`config.mk`:
```
export PLATFORM = sky130hd
export DESIGN_NAME = usb_host_ctl
export DESIGN_NICKNAME = d
export VERILOG_FILES = /design/src/inc/usb_host_ctl_pkg.sv /design/src/design/usb_host_ctl.sv
export VERILOG_INCLUDE_DIRS = /design/src /design/src/inc
export SDC_FILE = /design/constraint.sdc
export NUM_CORES = 1
export LEC_CHECK = 0
export ABC_AREA = 1
export BUFFER_PORTS_ARGS = -buffer_cell sky130_fd_sc_hd__buf_2
export CORE_ASPECT_RATIO = 0.75
export CORE_MARGIN = 5
export CORE_UTILIZATION = 60
export CTS_CLUSTER_DIAMETER = 80
export DETAILED_ROUTE_END_ITERATION = 16
export GPL_TIMING_DRIVEN = 0
export PLACE_DENSITY = 0.89
export SYNTH_ARGS = -nofsm -noshare
export SYNTH_HDL_FRONTEND = slang
export SYNTH_SLANG_ARGS = --single-unit
```
`constraint.sdc`:
```
create_clock -name core_clk -period 3.55 [get_ports core_clk]
set_input_delay 0.71 -clock core_clk [delete_from_list [all_inputs] [get_ports core_clk]]
set_output_delay 0.71 -clock core_clk [all_outputs]
set_load 0.1 [all_outputs]
```
`src/inc/usb_host_ctl_defines.svh`:
```
// Purpose: register indices, field positions and reset values of the host control block
// Assumes: 8-bit command indices, read index with bit 7 clear, write index with it set
// Notes:   descriptor header byte and bit positions are shared with software models
`ifndef USB_HOST_CTL_DEFINES_SVH
`define USB_HOST_CTL_DEFINES_SVH

`define IDX_WRITE_BIT       7
`define IDX_CONTROL         7'h01
`define IDX_CMD_STATUS      7'h02
`define IDX_USB_EV_STATUS   7'h03
`define IDX_USB_EV_ENABLE   7'h04
`define IDX_FRAME_INTERVAL  7'h0D
`define IDX_HW_CONFIG       7'h20
`define IDX_DMA_CONFIG      7'h21
`define IDX_XFER_COUNT      7'h22
`define IDX_CPU_EV_STATUS   7'h24
`define IDX_CPU_EV_ENABLE   7'h25
`define IDX_ISO_BUF_LEN     7'h2A
`define IDX_ASYNC_BUF_LEN   7'h2B
`define CMD_SOFT_RESET      8'hA9
`define CMD_AUX_ONE         8'hB0
`define CMD_AUX_THREE       8'hB8
`define CMD_AUX_TWO         8'hBA

`define HW_PIN_EN_BIT       0
`define HW_EDGE_BIT         1
`define HW_POL_BIT          2
`define CTRL_STATE_LSB      6
`define CMD_CTRL_RESET_BIT  0
`define USB_EV_MASTER_BIT   31
`define CPU_EV_SUMMARY_BIT  5
`define DMA_ENABLE_BIT      0
`define DMA_COUNT_EN_BIT    2
`define DMA_BURST_LSB       4

`define EV_COUNT            6
`define RESET_WORD16        16'h0000
`define RESET_WORD32        32'h0000_0000

`define HDR_BYTES           8
`define HDR_ALIGN_BYTES     4
`define FRAME_TIME_US       1000
`define HDR_RESULT_LSB      4
`define HDR_ACTIVE_BIT      3
`define HDR_TOGGLE_BIT      2
`define HDR_ENDPT_LSB       4
`define HDR_LAST_BIT        3
`define HDR_SPEED_BIT       2
`define HDR_FLAG_B5_BIT     5
`define HDR_TOKEN_LSB       2
`define HDR_FORMAT_BIT      7

`endif

```
`src/inc/usb_host_ctl_pkg.sv`:
```
// Purpose: types shared by the host control block and its bench
// Assumes: constants come from the defines header
// Notes:   state codes follow the usual open host controller encoding
package usb_host_ctl_pkg;

    typedef enum logic [1:0] {
        state_bus_reset = 2'h0,
        state_waking    = 2'h1,
        state_running   = 2'h2,
        state_asleep    = 2'h3
    } func_state_t;

    typedef enum logic [3:0] {
        rc_no_error    = 4'h0,
        rc_crc         = 4'h1,
        rc_bit_stuff   = 4'h2,
        rc_toggle_bad  = 4'h3,
        rc_stall       = 4'h4,
        rc_no_response = 4'h5,
        rc_pid_check   = 4'h6,
        rc_pid_unexp   = 4'h7,
        rc_overrun     = 4'h8,
        rc_underrun    = 4'h9
    } result_code_t;

    typedef enum logic [2:0] {
        dma_idle = 3'b001,
        dma_req  = 3'b010,
        dma_gap  = 3'b100
    } dma_state_t;

endpackage : usb_host_ctl_pkg

```
`src/design/usb_host_ctl.sv`:
```
// Purpose: host-side control of an embedded usb host: interrupt pin, bus state, resets, dma
// Assumes: pio pins and dma pins are asynchronous to core_clk and strobes last >= 3 clocks
// Notes:   register access is index on the command port then 16-bit data phases
// Operation
// four interrupt pin modes, numbered zero to three
// config bits select pin enable, edge, polarity
// six usb events set sticky status bits
// enabled usb events and master set summary
// six cpu events combine into pin request
// pin enable low freezes interrupt output
// software clears status then drops pin enable
// software clears enables then drops pin enable
// four bus states in control bits 7:6
// usb traffic only in running state
// control reset bit forces bus reset state
// pin reset and command A9 clear registers
// software writes AA37 to B0 first
// software sets both buffer lengths
// software sets config, events, frame interval
// software writes BA then B8 twice
// dma request active high, acknowledge active low
// dma moves half byte count, bursts
// descriptor header eight bytes, word aligned
// header bytes 0..3 field layout
// header bytes 4..7 field layout
// reserved header bits written zero
// result codes zero to nine as listed
// index then 16-bit phases, low first
// counter end or external end stops dma
// state codes reset resume running suspend
// edge modes pulse once per new request
`timescale 1ns/1ps
`include "usb_host_ctl_defines.svh"

module usb_host_ctl
    import usb_host_ctl_pkg::*;
(
    input  wire logic        core_clk,
    input  wire logic        rst_b,
    input  wire logic        cs_n,
    input  wire logic        a0,
    input  wire logic        rd_n,
    input  wire logic        wr_n,
    input  wire logic [15:0] data_in,
    output logic      [15:0] data_out,
    output logic             data_oe_n,
    input  wire logic [5:0]  usb_events,
    input  wire logic [4:0]  cpu_events,
    output logic             irq_out,
    output logic             traffic_en,
    output logic             dma_request,
    input  wire logic        dma_ack_n,
    input  wire logic        transfer_end
);

    // two-flop synchronisers; the second stage and its one-clock delayed copy are read
    logic [21:0] pin_s1_reg, pin_s2_reg, pin_prev_reg;
    always_ff @(posedge core_clk or negedge rst_b) begin
        if (!rst_b) begin
            pin_s1_reg   <= 22'h3FFFFF;
            pin_s2_reg   <= 22'h3FFFFF;
            pin_prev_reg <= 22'h3FFFFF;
        end else begin
            pin_s1_reg   <= {cs_n, ~a0, rd_n, wr_n, dma_ack_n, ~transfer_end, data_in};
            pin_s2_reg   <= pin_s1_reg;
            pin_prev_reg <= pin_s2_reg;
        end
    end

    logic        cs_s, a0_s, rd_s, wr_s, ack_s, eot_s, rd_prev, wr_prev, ack_prev;
    logic [15:0] din_s;
    assign {cs_s, a0_s, rd_s, wr_s, ack_s} = ~pin_s2_reg[21:17];
    assign eot_s    = ~pin_s2_reg[16];
    assign din_s    = pin_s2_reg[15:0];
    assign rd_prev  = ~pin_prev_reg[19];
    assign wr_prev  = ~pin_prev_reg[18];
    assign ack_prev = ~pin_prev_reg[17];

    // act on the trailing edge of a strobe, when data and a0 are settled
    logic wr_done, rd_done, pio_sel;
    assign pio_sel = cs_s && !ack_s;
    assign wr_done = wr_prev && !wr_s && pio_sel;
    assign rd_done = rd_prev && !rd_s && pio_sel;

    // register file state
    logic [7:0]  index_reg, index_next;
    logic        phase_reg, phase_next;
    logic [31:0] control_reg, control_next, cmd_stat_reg, cmd_stat_next;
    logic [31:0] usb_st_reg, usb_st_next, usb_en_reg, usb_en_next;
    logic [31:0] fm_int_reg, fm_int_next;
    logic [15:0] hw_cfg_reg, hw_cfg_next, dma_cfg_reg, dma_cfg_next;
    logic [15:0] xfer_cnt_reg, xfer_cnt_next, cpu_st_reg, cpu_st_next;
    logic [15:0] cpu_en_reg, cpu_en_next, iso_len_reg, iso_len_next;
    logic [15:0] async_len_reg, async_len_next;
    logic [15:0] aux_one_reg, aux_one_next, aux_two_reg, aux_two_next;
    logic [15:0] aux_three_reg, aux_three_next, rdata_reg, rdata_next;
    logic        dma_stop;

    logic [5:0]  usb_hits;
    logic        usb_summary;
    assign usb_hits    = usb_st_reg[`EV_COUNT-1:0] & usb_en_reg[`EV_COUNT-1:0];
    assign usb_summary = (|usb_hits) && usb_en_reg[`USB_EV_MASTER_BIT];

    // merge one 16-bit phase into the low or high half of a 32-bit register
    function automatic logic [31:0] put_half(input logic [31:0] old, input logic hi,
                                             input logic [15:0] val);
        put_half = hi ? {val, old[15:0]} : {old[31:16], val};
    endfunction : put_half

    logic [6:0]  ridx;
    logic        wsel;
    logic [31:0] rd_word;
    assign ridx = index_reg[6:0];
    assign wsel = wr_done && !a0_s && index_reg[`IDX_WRITE_BIT];

    always_comb begin
        index_next     = index_reg;
        phase_next     = phase_reg;
        control_next   = control_reg;
        cmd_stat_next  = cmd_stat_reg;
        usb_st_next    = usb_st_reg;
        usb_en_next    = usb_en_reg;
        fm_int_next    = fm_int_reg;
        hw_cfg_next    = hw_cfg_reg;
        dma_cfg_next   = dma_cfg_reg;
        xfer_cnt_next  = xfer_cnt_reg;
        cpu_st_next    = cpu_st_reg;
        cpu_en_next    = cpu_en_reg;
        iso_len_next   = iso_len_reg;
        async_len_next = async_len_reg;
        aux_one_next   = aux_one_reg;
        aux_two_next   = aux_two_reg;
        aux_three_next = aux_three_reg;
        rd_word        = `RESET_WORD32;
        unique case (ridx)
            `IDX_CONTROL:        rd_word = control_reg;
            `IDX_CMD_STATUS:     rd_word = cmd_stat_reg;
            `IDX_USB_EV_STATUS:  rd_word = usb_st_reg;
            `IDX_USB_EV_ENABLE:  rd_word = usb_en_reg;
            `IDX_FRAME_INTERVAL: rd_word = fm_int_reg;
            `IDX_HW_CONFIG:      rd_word = {16'h0000, hw_cfg_reg};
            `IDX_DMA_CONFIG:     rd_word = {16'h0000, dma_cfg_reg};
            `IDX_XFER_COUNT:     rd_word = {16'h0000, xfer_cnt_reg};
            `IDX_CPU_EV_STATUS:  rd_word = {16'h0000, cpu_st_reg};
            `IDX_CPU_EV_ENABLE:  rd_word = {16'h0000, cpu_en_reg};
            `IDX_ISO_BUF_LEN:    rd_word = {16'h0000, iso_len_reg};
            `IDX_ASYNC_BUF_LEN:  rd_word = {16'h0000, async_len_reg};
            default:             rd_word = `RESET_WORD32;
        endcase
        // write-index reads and unmapped indices return zero
        rdata_next = index_reg[`IDX_WRITE_BIT] ? `RESET_WORD16
                   : (phase_reg ? rd_word[31:16] : rd_word[15:0]);
        if (wr_done && a0_s) begin
            index_next = din_s[7:0];
            phase_next = 1'b0;
        end else if (rd_done && !a0_s) begin
            phase_next = ~phase_reg;
        end else if (wr_done && !a0_s) begin
            phase_next = ~phase_reg;
        end
        // usb and cpu event status bits are write-one-to-clear; command status is written directly
        if (wsel) begin
            unique case (index_reg)
                {1'b1, `IDX_CONTROL}:        control_next  = put_half(control_reg, phase_reg, din_s);
                {1'b1, `IDX_CMD_STATUS}:     cmd_stat_next = put_half(cmd_stat_reg, phase_reg, din_s);
                {1'b1, `IDX_USB_EV_STATUS}:  usb_st_next   = usb_st_reg & ~put_half(32'h0, phase_reg, din_s);
                {1'b1, `IDX_USB_EV_ENABLE}:  usb_en_next   = put_half(usb_en_reg, phase_reg, din_s);
                {1'b1, `IDX_FRAME_INTERVAL}: fm_int_next   = put_half(fm_int_reg, phase_reg, din_s);
                {1'b1, `IDX_HW_CONFIG}:      hw_cfg_next   = din_s;
                {1'b1, `IDX_DMA_CONFIG}:     dma_cfg_next  = din_s;
                {1'b1, `IDX_XFER_COUNT}:     xfer_cnt_next = din_s;
                {1'b1, `IDX_CPU_EV_STATUS}:  cpu_st_next   = cpu_st_reg & ~din_s;
                {1'b1, `IDX_CPU_EV_ENABLE}:  cpu_en_next   = din_s;
                {1'b1, `IDX_ISO_BUF_LEN}:    iso_len_next  = din_s;
                {1'b1, `IDX_ASYNC_BUF_LEN}:  async_len_next = din_s;
                `CMD_AUX_ONE:                aux_one_next  = din_s;
                `CMD_AUX_TWO:                aux_two_next  = din_s;
                `CMD_AUX_THREE:              aux_three_next = din_s;
                default:                     control_next  = control_reg;
            endcase
        end
        // controller reset field drops the bus into reset, then self-clears
        if (cmd_stat_reg[`CMD_CTRL_RESET_BIT]) begin
            control_next[`CTRL_STATE_LSB +: 2] = state_bus_reset;
            cmd_stat_next[`CMD_CTRL_RESET_BIT] = 1'b0;
        end
        // hardware sets win over a same-cycle software clear
        usb_st_next[`EV_COUNT-1:0] = usb_st_next[`EV_COUNT-1:0] | usb_events;
        cpu_st_next[`EV_COUNT-2:0] = cpu_st_next[`EV_COUNT-2:0] | cpu_events;
        if (usb_summary) begin
            cpu_st_next[`CPU_EV_SUMMARY_BIT] = 1'b1;
        end
        if (dma_stop) begin
            dma_cfg_next[`DMA_ENABLE_BIT] = 1'b0;
        end
    end

    // soft reset command clears the register file only, not the pin synchronisers, interrupt pin or dma counter
    logic soft_rst;
    assign soft_rst = wr_done && a0_s && (din_s[7:0] == `CMD_SOFT_RESET);

    always_ff @(posedge core_clk or negedge rst_b) begin
        if (!rst_b) begin
            index_reg <= 8'h00;  phase_reg <= 1'b0;
            control_reg <= `RESET_WORD32;  cmd_stat_reg <= `RESET_WORD32;
            usb_st_reg <= `RESET_WORD32;   usb_en_reg <= `RESET_WORD32;
            fm_int_reg <= `RESET_WORD32;   hw_cfg_reg <= `RESET_WORD16;
            dma_cfg_reg <= `RESET_WORD16;  xfer_cnt_reg <= `RESET_WORD16;
            cpu_st_reg <= `RESET_WORD16;   cpu_en_reg <= `RESET_WORD16;
            iso_len_reg <= `RESET_WORD16;  async_len_reg <= `RESET_WORD16;
            aux_one_reg <= `RESET_WORD16;  aux_two_reg <= `RESET_WORD16;
            aux_three_reg <= `RESET_WORD16; rdata_reg <= `RESET_WORD16;
        end else if (soft_rst) begin
            index_reg <= 8'h00;  phase_reg <= 1'b0;
            control_reg <= `RESET_WORD32;  cmd_stat_reg <= `RESET_WORD32;
            usb_st_reg <= `RESET_WORD32;   usb_en_reg <= `RESET_WORD32;
            fm_int_reg <= `RESET_WORD32;   hw_cfg_reg <= `RESET_WORD16;
            dma_cfg_reg <= `RESET_WORD16;  xfer_cnt_reg <= `RESET_WORD16;
            cpu_st_reg <= `RESET_WORD16;   cpu_en_reg <= `RESET_WORD16;
            iso_len_reg <= `RESET_WORD16;  async_len_reg <= `RESET_WORD16;
            aux_one_reg <= `RESET_WORD16;  aux_two_reg <= `RESET_WORD16;
            aux_three_reg <= `RESET_WORD16; rdata_reg <= `RESET_WORD16;
        end else begin
            index_reg <= index_next;        phase_reg <= phase_next;
            control_reg <= control_next;    cmd_stat_reg <= cmd_stat_next;
            usb_st_reg <= usb_st_next;      usb_en_reg <= usb_en_next;
            fm_int_reg <= fm_int_next;      hw_cfg_reg <= hw_cfg_next;
            dma_cfg_reg <= dma_cfg_next;    xfer_cnt_reg <= xfer_cnt_next;
            cpu_st_reg <= cpu_st_next;      cpu_en_reg <= cpu_en_next;
            iso_len_reg <= iso_len_next;    async_len_reg <= async_len_next;
            aux_one_reg <= aux_one_next;    aux_two_reg <= aux_two_next;
            aux_three_reg <= aux_three_next; rdata_reg <= rdata_next;
        end
    end

    assign data_out   = rdata_reg;
    assign data_oe_n  = !(cs_s && rd_s && !a0_s && !ack_s); // drives while oe_n low
    assign traffic_en = control_reg[`CTRL_STATE_LSB +: 2] == state_running;

    // interrupt pin: latched request, mode = {edge, polarity}
    logic cpu_req, latch_reg, latch_next, irq_reg, irq_next, pin_en, edge_m, pol_m;
    assign cpu_req = |(cpu_st_reg[`EV_COUNT-1:0] & cpu_en_reg[`EV_COUNT-1:0]);
    assign pin_en  = hw_cfg_reg[`HW_PIN_EN_BIT];
    assign edge_m  = hw_cfg_reg[`HW_EDGE_BIT];
    assign pol_m   = hw_cfg_reg[`HW_POL_BIT];

    always_comb begin
        latch_next = pin_en ? cpu_req : latch_reg;
        irq_next   = irq_reg;
        if (pin_en) begin
            // edge modes pulse for one clock per new request
            if (edge_m) begin
                irq_next = pol_m ? (cpu_req && !latch_reg) : !(cpu_req && !latch_reg);
            end else begin
                irq_next = pol_m ? cpu_req : !cpu_req;
            end
        end
    end

    always_ff @(posedge core_clk or negedge rst_b) begin
        if (!rst_b) begin
            latch_reg <= 1'b0;
            irq_reg   <= 1'b1;
        end else begin
            latch_reg <= latch_next;
            irq_reg   <= irq_next;
        end
    end
    assign irq_out = irq_reg;

    // dma word counter: half the byte count, bursts reopened by a fresh request
    dma_state_t  dma_state_reg, dma_state_next;
    logic [15:0] word_cnt_reg, word_cnt_next;
    logic [3:0]  burst_cnt_reg, burst_cnt_next;
    logic        word_done, count_hit;
    assign word_done = ack_s && ((rd_prev && !rd_s) || (wr_prev && !wr_s));
    assign count_hit = dma_cfg_reg[`DMA_COUNT_EN_BIT]
                       && (word_cnt_next == {1'b0, xfer_cnt_reg[15:1]});
    assign dma_stop  = (dma_state_reg != dma_idle) && (count_hit || eot_s);

    always_comb begin
        dma_state_next = dma_state_reg;
        word_cnt_next  = word_done ? word_cnt_reg + 16'h0001 : word_cnt_reg;
        burst_cnt_next = word_done ? burst_cnt_reg + 4'h1 : burst_cnt_reg;
        unique case (dma_state_reg)
            dma_idle: begin
                word_cnt_next  = 16'h0000;
                burst_cnt_next = 4'h0;
                if (dma_cfg_reg[`DMA_ENABLE_BIT]) dma_state_next = dma_req;
            end
            dma_req: begin
                if (dma_stop) dma_state_next = dma_idle;
                else if (word_done && burst_cnt_next > dma_cfg_reg[`DMA_BURST_LSB +: 4])
                    dma_state_next = dma_gap;
            end
            dma_gap: begin
                burst_cnt_next = 4'h0;
                if (dma_stop) dma_state_next = dma_idle;
                else if (!ack_s && !ack_prev) dma_state_next = dma_req;
            end
            default: dma_state_next = dma_idle;
        endcase
    end

    always_ff @(posedge core_clk or negedge rst_b) begin
        if (!rst_b) begin
            dma_state_reg <= dma_idle;
            word_cnt_reg  <= 16'h0000;
            burst_cnt_reg <= 4'h0;
        end else begin
            dma_state_reg <= dma_state_next;
            word_cnt_reg  <= word_cnt_next;
            burst_cnt_reg <= burst_cnt_next;
        end
    end
    assign dma_request = dma_state_reg == dma_req;
endmodule : usb_host_ctl

```
==> impl_metrics.ini, run 1 <==
[drt]
wl_um = 52940
ant_nets = 0
first_pass_iters = 7
vias_per_cell = 6.516
wl_per_cell_um = 23.76
first_iter_violations = 2002
route.detailed.drc = 0
vias = 14520

[finish]
mostFrequentLayoutCell = nand2_1
multi_input_area_mm2 = 0.005502
syn2layout_area_growth_pct = 12.28
final_core_util_pct = 67.82
finalNonFillerCells = 2228
final_cell_mix = nand2_1 (331), dfrtp_1 (320), inv_1 (250), o21ai_0 (171), o22ai_1 (139)
final_area_mm2 = 0.01818
ff_latch_area_mm2 = 0.009295
num-fill-cells = 2114
nets = 1895
antenna_cells = 0
drive_gt1_share_pct = 13.21

[clocking]
cts_tree = done
post_cts_buffers = 0
htreeDepth = 2
cts_buffers = 36
cts-root-buf = clkbuf_16
clk_path_buf_depth = 3
ctsHoldBuffers = 0
clkTransAtPathRegs_ns = 0.06
ctsResizeCount = 0
worstSkewPairLatency_ns = 0.53
cts.sinks = 369

[logic_synthesis]
ys_ff_latch = 369
ys_warn_count = 0
yosysUniqueCellTypes = 49
synth-edff-count = 0
yosys.area_share.simple_pct = 15.66
seq_area_frac_synth_pct = 57.41
synth_top_area_share_pct = 49.46
synth_compound_area_share_pct = 17.64
avgSynthCellArea_um2 = 9.204
synth_top_family_by_area = compound AO/OA/AOI/OAI gates
synthTopCellsByArea = dfrtp_1 (49%), dfstp_2 (8.0%), nand2_1 (7.7%), inv_1 (5.8%), o22ai_1 (5.4%)
yosysTopAreaCell = dfrtp_1
synth_area_mm2 = 0.01619
ys.flop_type = dfrtp_1
synth_adder_area_share_pct = 0.4637
synth_cells = 1759
syn-num-nets = 1800
synth-xor-area-share_pct = 0.2164
muxShareOfSynthArea_pct = 0
synthArstFlopShare_pct = 100.0

[grt]
grt_pass1_vias = 14050
grt_first_pass_wirelength_um = 80930
overflow = 0
grtUsageTotal_pct = 34.79
antenna_found_initial = 0
grt_max_degree = 127

[die]
rows = 52
start_util_pct = 60.40
ios = 55
dieArea_mm2 = 0.03040
dieWidth_um = 199.7
core_area_mm2 = 0.02681
die_h_um = 152.3

[worst_setup_path]
endpoint_kind = register
startpoint_type = register
crit_arrival_ns = 3.63
critical_path_class = register to register
cp.required_ns = 3.87
path_max_fanout = 10

[power_and_ir_drop]
ir_drop_mv = 0.5550
p_leak_nw = 8.420
p_per_area_mw_per_mm2 = 540.1

[timing]
finalSetupTns_ns = 0
slew_violations = 0
max_freq_mhz = 302.1
finalSetupViolCount = 0
post-route-period-util_pct = 93.24
fin_worst_skew_ns = 0.01115
slew_headroom_pct = 21.54
rsz0062_at_grt = no
tightest_slew_ns = 1.168
layout_setup_ws_ns = 0.2399
finalHoldViolations = 0
layout_min_cycle_time_ns = 3.310

[run_status]
status = complete, no violations

[worst_hold_path]
hp-class = primary input to async pin

[flow_run]
drv_cap = 0

[placement]
place_ws_ns = 0.6207
routabilityCongestion = 1.042
portBuffers = 54
dp_hpwl_um = 37990
placedCellCount = 2167
place_area_mm2 = 0.01699
-- path summary, 6_finish.rpt --
kind / start / end / slack (ns) / depth (start not counted)
hold reg to reg: pin_s1_reg[7]$_DFF_PN1_ / pin_s2_reg[7]$_DFF_PN1_ / 0.35 / 0
min in group core_clk: data_in[13] / pin_s1_reg[13]$_DFF_PN1_ / 0.27 / 1
setup / recovery: index_reg[3]$_DFFE_PN0P_ / data_out[0]$_DFF_PN0_ / 0.24 / 8
setup reg to reg: index_reg[3]$_DFFE_PN0P_ / data_out[0]$_DFF_PN0_ / 0.24 / 8
max in group asynchronous: rst_b / control_reg[2]$_DFFE_PN0P_ / 1.69 / 4
hold / removal: rst_b / word_cnt_reg[12]$_DFF_PN0_ / 0.05 / 1
-- power by group --
part           switching [mW]  internal [mW]  total, mW
logic                    1.19          0.310       1.50
registers              0.0813           4.36       4.44
clock network            1.59           2.28       3.88
-- layer usage --
layer | wire, µm | GRT usage (%) | vias up
li1 | - | - | 6148
met1 | 20440 | 50.48 | 6989
met2 | 21440 | 47.42 | 1169
met3 | 8868 | 15.19 | 212
met4 | 2198 | 11.02 | 0
met5 | 0 | 0 | -
-- Yosys cell counts (2+ instances only) --
| cell type | number |
|---|---|
| o21ai_2 | 3 |
| inv_2 | 15 |
| nor4_1 | 10 |
| nor2_1 | 66 |
| inv_1 | 250 |
| clkbuf_8 | 2 |
| o21ai_0 | 171 |
| nand2_2 | 10 |
| buf_6 | 3 |
| buf_1 | 3 |
| nor2_4 | 4 |
| o211ai_1 | 2 |
| a2111oi_0 | 10 |
| nand4_1 | 23 |
| nor3_1 | 16 |
| o22ai_1 | 139 |
| o31ai_1 | 3 |
| o221ai_1 | 5 |
| o21ai_1 | 11 |
| nand3b_1 | 2 |
| o2111ai_1 | 9 |
| nand3_1 | 83 |
| nand2_4 | 4 |
| clkinv_1 | 2 |
| clkbuf_1 | 45 |
| xor2_1 | 4 |
| ha_1 | 6 |
| a311oi_1 | 9 |
| a211oi_1 | 10 |
| buf_4 | 4 |
| dfstp_2 | 49 |
| nand3_2 | 5 |
| a21oi_1 | 50 |
| dfrtp_1 | 320 |
| a221oi_1 | 36 |
| nand2_1 | 331 |
| or2_2 | 2 |
| a21boi_0 | 3 |
| nor2_2 | 6 |
| buf_2 | 24 |
-- cell families (layout without fill, tap and decap cells) --
logic type,count (synthesis),in the layout
AO/OA/AOI/OAI,465,465
buffers and inverters,348,466
XOR/XNOR,4,4
AND/OR/NAND/NOR,567,567
flip-flops,369,369
adder cells (fa/ha/maj),6,6
-- critical path, cell delays in order, from the launching register on --
cell	delay [ns]
dfrtp_1	0.37
inv_1	0.10
nand2_1	0.16
nor2_1	0.06
nand2_1	0.40
clkbuf_1	0.75
o21ai_0	0.17
a2111oi_0	0.83
a311oi_1	0.25
-- stage by stage --
stage | hold WS, ns | total power [mW]
after floorplan | 0.3452 | 5.400
after global placement | 0.3456 | 5.905
after detailed placement | 0.3468 | 5.945
after CTS | 0.05100 | 9.770
after global routing | 0.06406 | 10.12
final | 0.04714 | 9.819
-- area by class of cell --
cell class	instances	share of cell area, %
Sequential cell	369	51.13
Multi-Input combinational cell	1042	30.26
Clock buffer	54	6.057
Inverter	267	5.513
Tap cell	351	2.416
Buffer	81	2.154
Timing Repair Buffer	57	1.996
Clock inverter	7	0.4680
Power figures use the tool's default switching activity.
==> run 2: changes to the inputs <==
--- a/config.mk
+++ b/config.mk
@@ -10,11 +10,11 @@
 export BUFFER_PORTS_ARGS = -buffer_cell sky130_fd_sc_hd__buf_2
 export CORE_ASPECT_RATIO = 0.75
 export CORE_MARGIN = 5
-export CORE_UTILIZATION = 60
+export CORE_UTILIZATION = 40
 export CTS_CLUSTER_DIAMETER = 80
 export DETAILED_ROUTE_END_ITERATION = 16
 export GPL_TIMING_DRIVEN = 0
-export PLACE_DENSITY = 0.89
+export PLACE_DENSITY = 0.7
 export SYNTH_ARGS = -nofsm -noshare
 export SYNTH_HDL_FRONTEND = slang
 export SYNTH_SLANG_ARGS = --single-unit
==> constraint.sdc (replaced) <==
create_clock -name core_clk -period 3 [get_ports core_clk]
set_input_delay 0.6 -clock core_clk [delete_from_list [all_inputs] [get_ports core_clk]]
set_output_delay 0.6 -clock core_clk [all_outputs]
set_load 0.1 [all_outputs]
==> impl_metrics.ini, run 2 (same netlist as run 1, synthesis figures left out) <==
[drt]
first_pass_iters = 8
vias = 14250
wl_per_cell_um = 22.84
route.detailed.drc = 0
vias_per_cell = 5.917
wl_um = 54990
ant_nets = 0
first_iter_violations = 1849

[grt]
grtUsageTotal_pct = 24.38
overflow = 0
grt_pass1_vias = 13930
antenna_found_initial = 2
grt_max_degree = 130
grt_first_pass_wirelength_um = 84320

[clocking]
cts.sinks = 369
cts-root-buf = clkbuf_16
clk_path_buf_depth = 3
cts_buffers = 37
worstSkewPairLatency_ns = 0.54
cts_tree = done
htreeDepth = 2
clkTransAtPathRegs_ns = 0.06

[power_and_ir_drop]
power_switching_share_pct = 29.89
power_frac_comb_pct = 15.4
p_int_mw = 8.187
clock_power_share_pct = 39.6
p_per_area_mw_per_mm2 = 632.6
seqPwrFrac_pct = 45.0
p_leak_nw = 8.464
ir_drop_mv = 0.3928
switching_power_mw = 3.491

[timing]
max_freq_mhz = 340.7
tightest_slew_ns = 1.190
slew_violations = 0
fin_worst_skew_ns = 0.01345
layout_setup_ws_ns = 0.06463
slew_headroom_pct = 20.06
finalHoldViolations = 13
post-route-period-util_pct = 97.85
layout_min_cycle_time_ns = 2.935
whs_ns = -0.02046
finalSetupViolCount = 0

[placement]
dp_hpwl_um = 40050
portBuffers = 54
routabilityCongestion = 0.9704
place_area_mm2 = 0.01721
place_ws_ns = -0.1449

[finish]
syn2layout_area_growth_pct = 14.03
antenna_cells = 0
nets = 1900
final_cell_mix = nand2_1 (331), dfrtp_1 (320), inv_1 (250), o21ai_0 (171), o22ai_1 (139)
drive_gt1_share_pct = 13.98
final_core_util_pct = 46.47
final_area_mm2 = 0.01846
num-fill-cells = 3764
mostFrequentLayoutCell = nand2_1

[worst_setup_path]
path_max_fanout = 10
startpoint_type = register
reg2reg_slack_ns = 0.06
critical_path_class = register to register
cpMostUsedCell = nand2_1
slowest_stage = a2111oi_0
crit_arrival_ns = 3.30
endpoint_kind = register
max_stage_delay_ns = 0.69
crit_chain = inv_1 > nand2_1 > nor2_1 > nand2_1 > buf_2 > clkdlybuf4s15_2 > o22ai_1 > a2111oi_0 > a311oi_1
crit_buf_inv = 3
crit_family = buffers and inverters
cp.required_ns = 3.36

[die]
rows = 63
start_util_pct = 40.75
ios = 55
dieArea_mm2 = 0.04464
die_h_um = 184.2
core_area_mm2 = 0.03973
dieWidth_um = 242.3

[run_status]
status = finished, violations left
violations = negative hold slack

[worst_hold_path]
hp-class = primary input to async pin

[flow_run]
drv_cap = 0
==> run 2: cell count changes in the layout (fill, tap and decap cells not counted), sizes merged <==
cell,delta
clkdlybuf4s15,+1
inv,+1
bufinv,-2
clkinv,+1
buf,+3
clkbuf,+6
clkinvlp,+1
==> run 2: worst paths after layout <==
path,startpoint,endpoint,cells past startpoint
max in group asynchronous,rst_b,pin_s2_reg[5]$_DFF_PN1_,3
min in group core_clk,data_in[8],pin_s1_reg[8]$_DFF_PN1_,1
min reg2reg,pin_s1_reg[2]$_DFF_PN1_,pin_s2_reg[2]$_DFF_PN1_,0
max reg2reg,index_reg[2]$_DFFE_PN0P_,data_out[10]$_DFF_PN0_,9
max,index_reg[2]$_DFFE_PN0P_,data_out[10]$_DFF_PN0_,9
min,rst_b,word_cnt_reg[9]$_DFF_PN0_,1
==> run 2: repair_timing <==
action | CTS | global route
setup buffers | 0 | 4
hold buffers | 0 | 0
resized for setup | 3 | 12
endpoints found under the setup margin | 2 | 94
pin swaps | 0 | 2
==> run 2: worst reg2reg max path, cell delays in order (launching register included) <==
cell and delay (ns):
dfrtp_1 0.37, inv_1 0.08, nand2_1 0.17, nor2_1 0.10, nand2_1 0.10, buf_2 0.37
clkdlybuf4s15_2 0.56, o22ai_1 0.16, a2111oi_0 0.69, a311oi_1 0.16
==> run 2: stage by stage <==
step | hold WS [ns] | power [mW] | cells | TNS (ns)
after detailed placement | 0.3468 | 7.073 | 2336 | -0.2163
after global placement | 0.3465 | 7.038 | 2333 | -2004.18
after CTS | 0.01045 | 11.66 | 2404 | 0
after floorplan | 0.3044 | 6.392 | 1759 | 0
final | -0.02046 | 11.68 | 2408 | 0
after global routing | 0.03203 | 12.06 | 2408 | -0.0005074
==> run 2: layer usage <==
metal	track usage (%)	vias up	wire length [µm]
met3	7.321	100	7113
met2	34.61	886	22830
met1	36.58	7086	23720
met5	0	-	0
li1	-	6175	-
met4	6.160	0	1328
==> run 2: final cells by class <==
cell class                 count  area [µm²]  area share, %
multi-input combinational   1042        5513          29.86
timing repair buffer          61       392.9          2.128
clock inverter                 8       43.79         0.2372
clock buffer                  60        1155          6.256
tap                          520       650.6          3.524
inverter                     267        1006          5.449
sequential                   369        9295          50.35
buffer                        81       405.4          2.196
==> run 2: power groups by stage <==
| stage | Clock [mW] | Sequential (mW) | Combinational [mW] |
|---|---|---|---|
| 6_report | 4.62 | 5.26 | 1.80 |
| 5_1_grt | 4.87 | 5.27 | 1.92 |
| 4_1_cts | 4.66 | 5.25 | 1.74 |
| 3_5_place_dp | 0 | 5.34 | 1.73 |
| 3_3_place_gp | 0 | 5.34 | 1.70 |
| 2_1_floorplan | 0 | 5.59 | 0.805 |
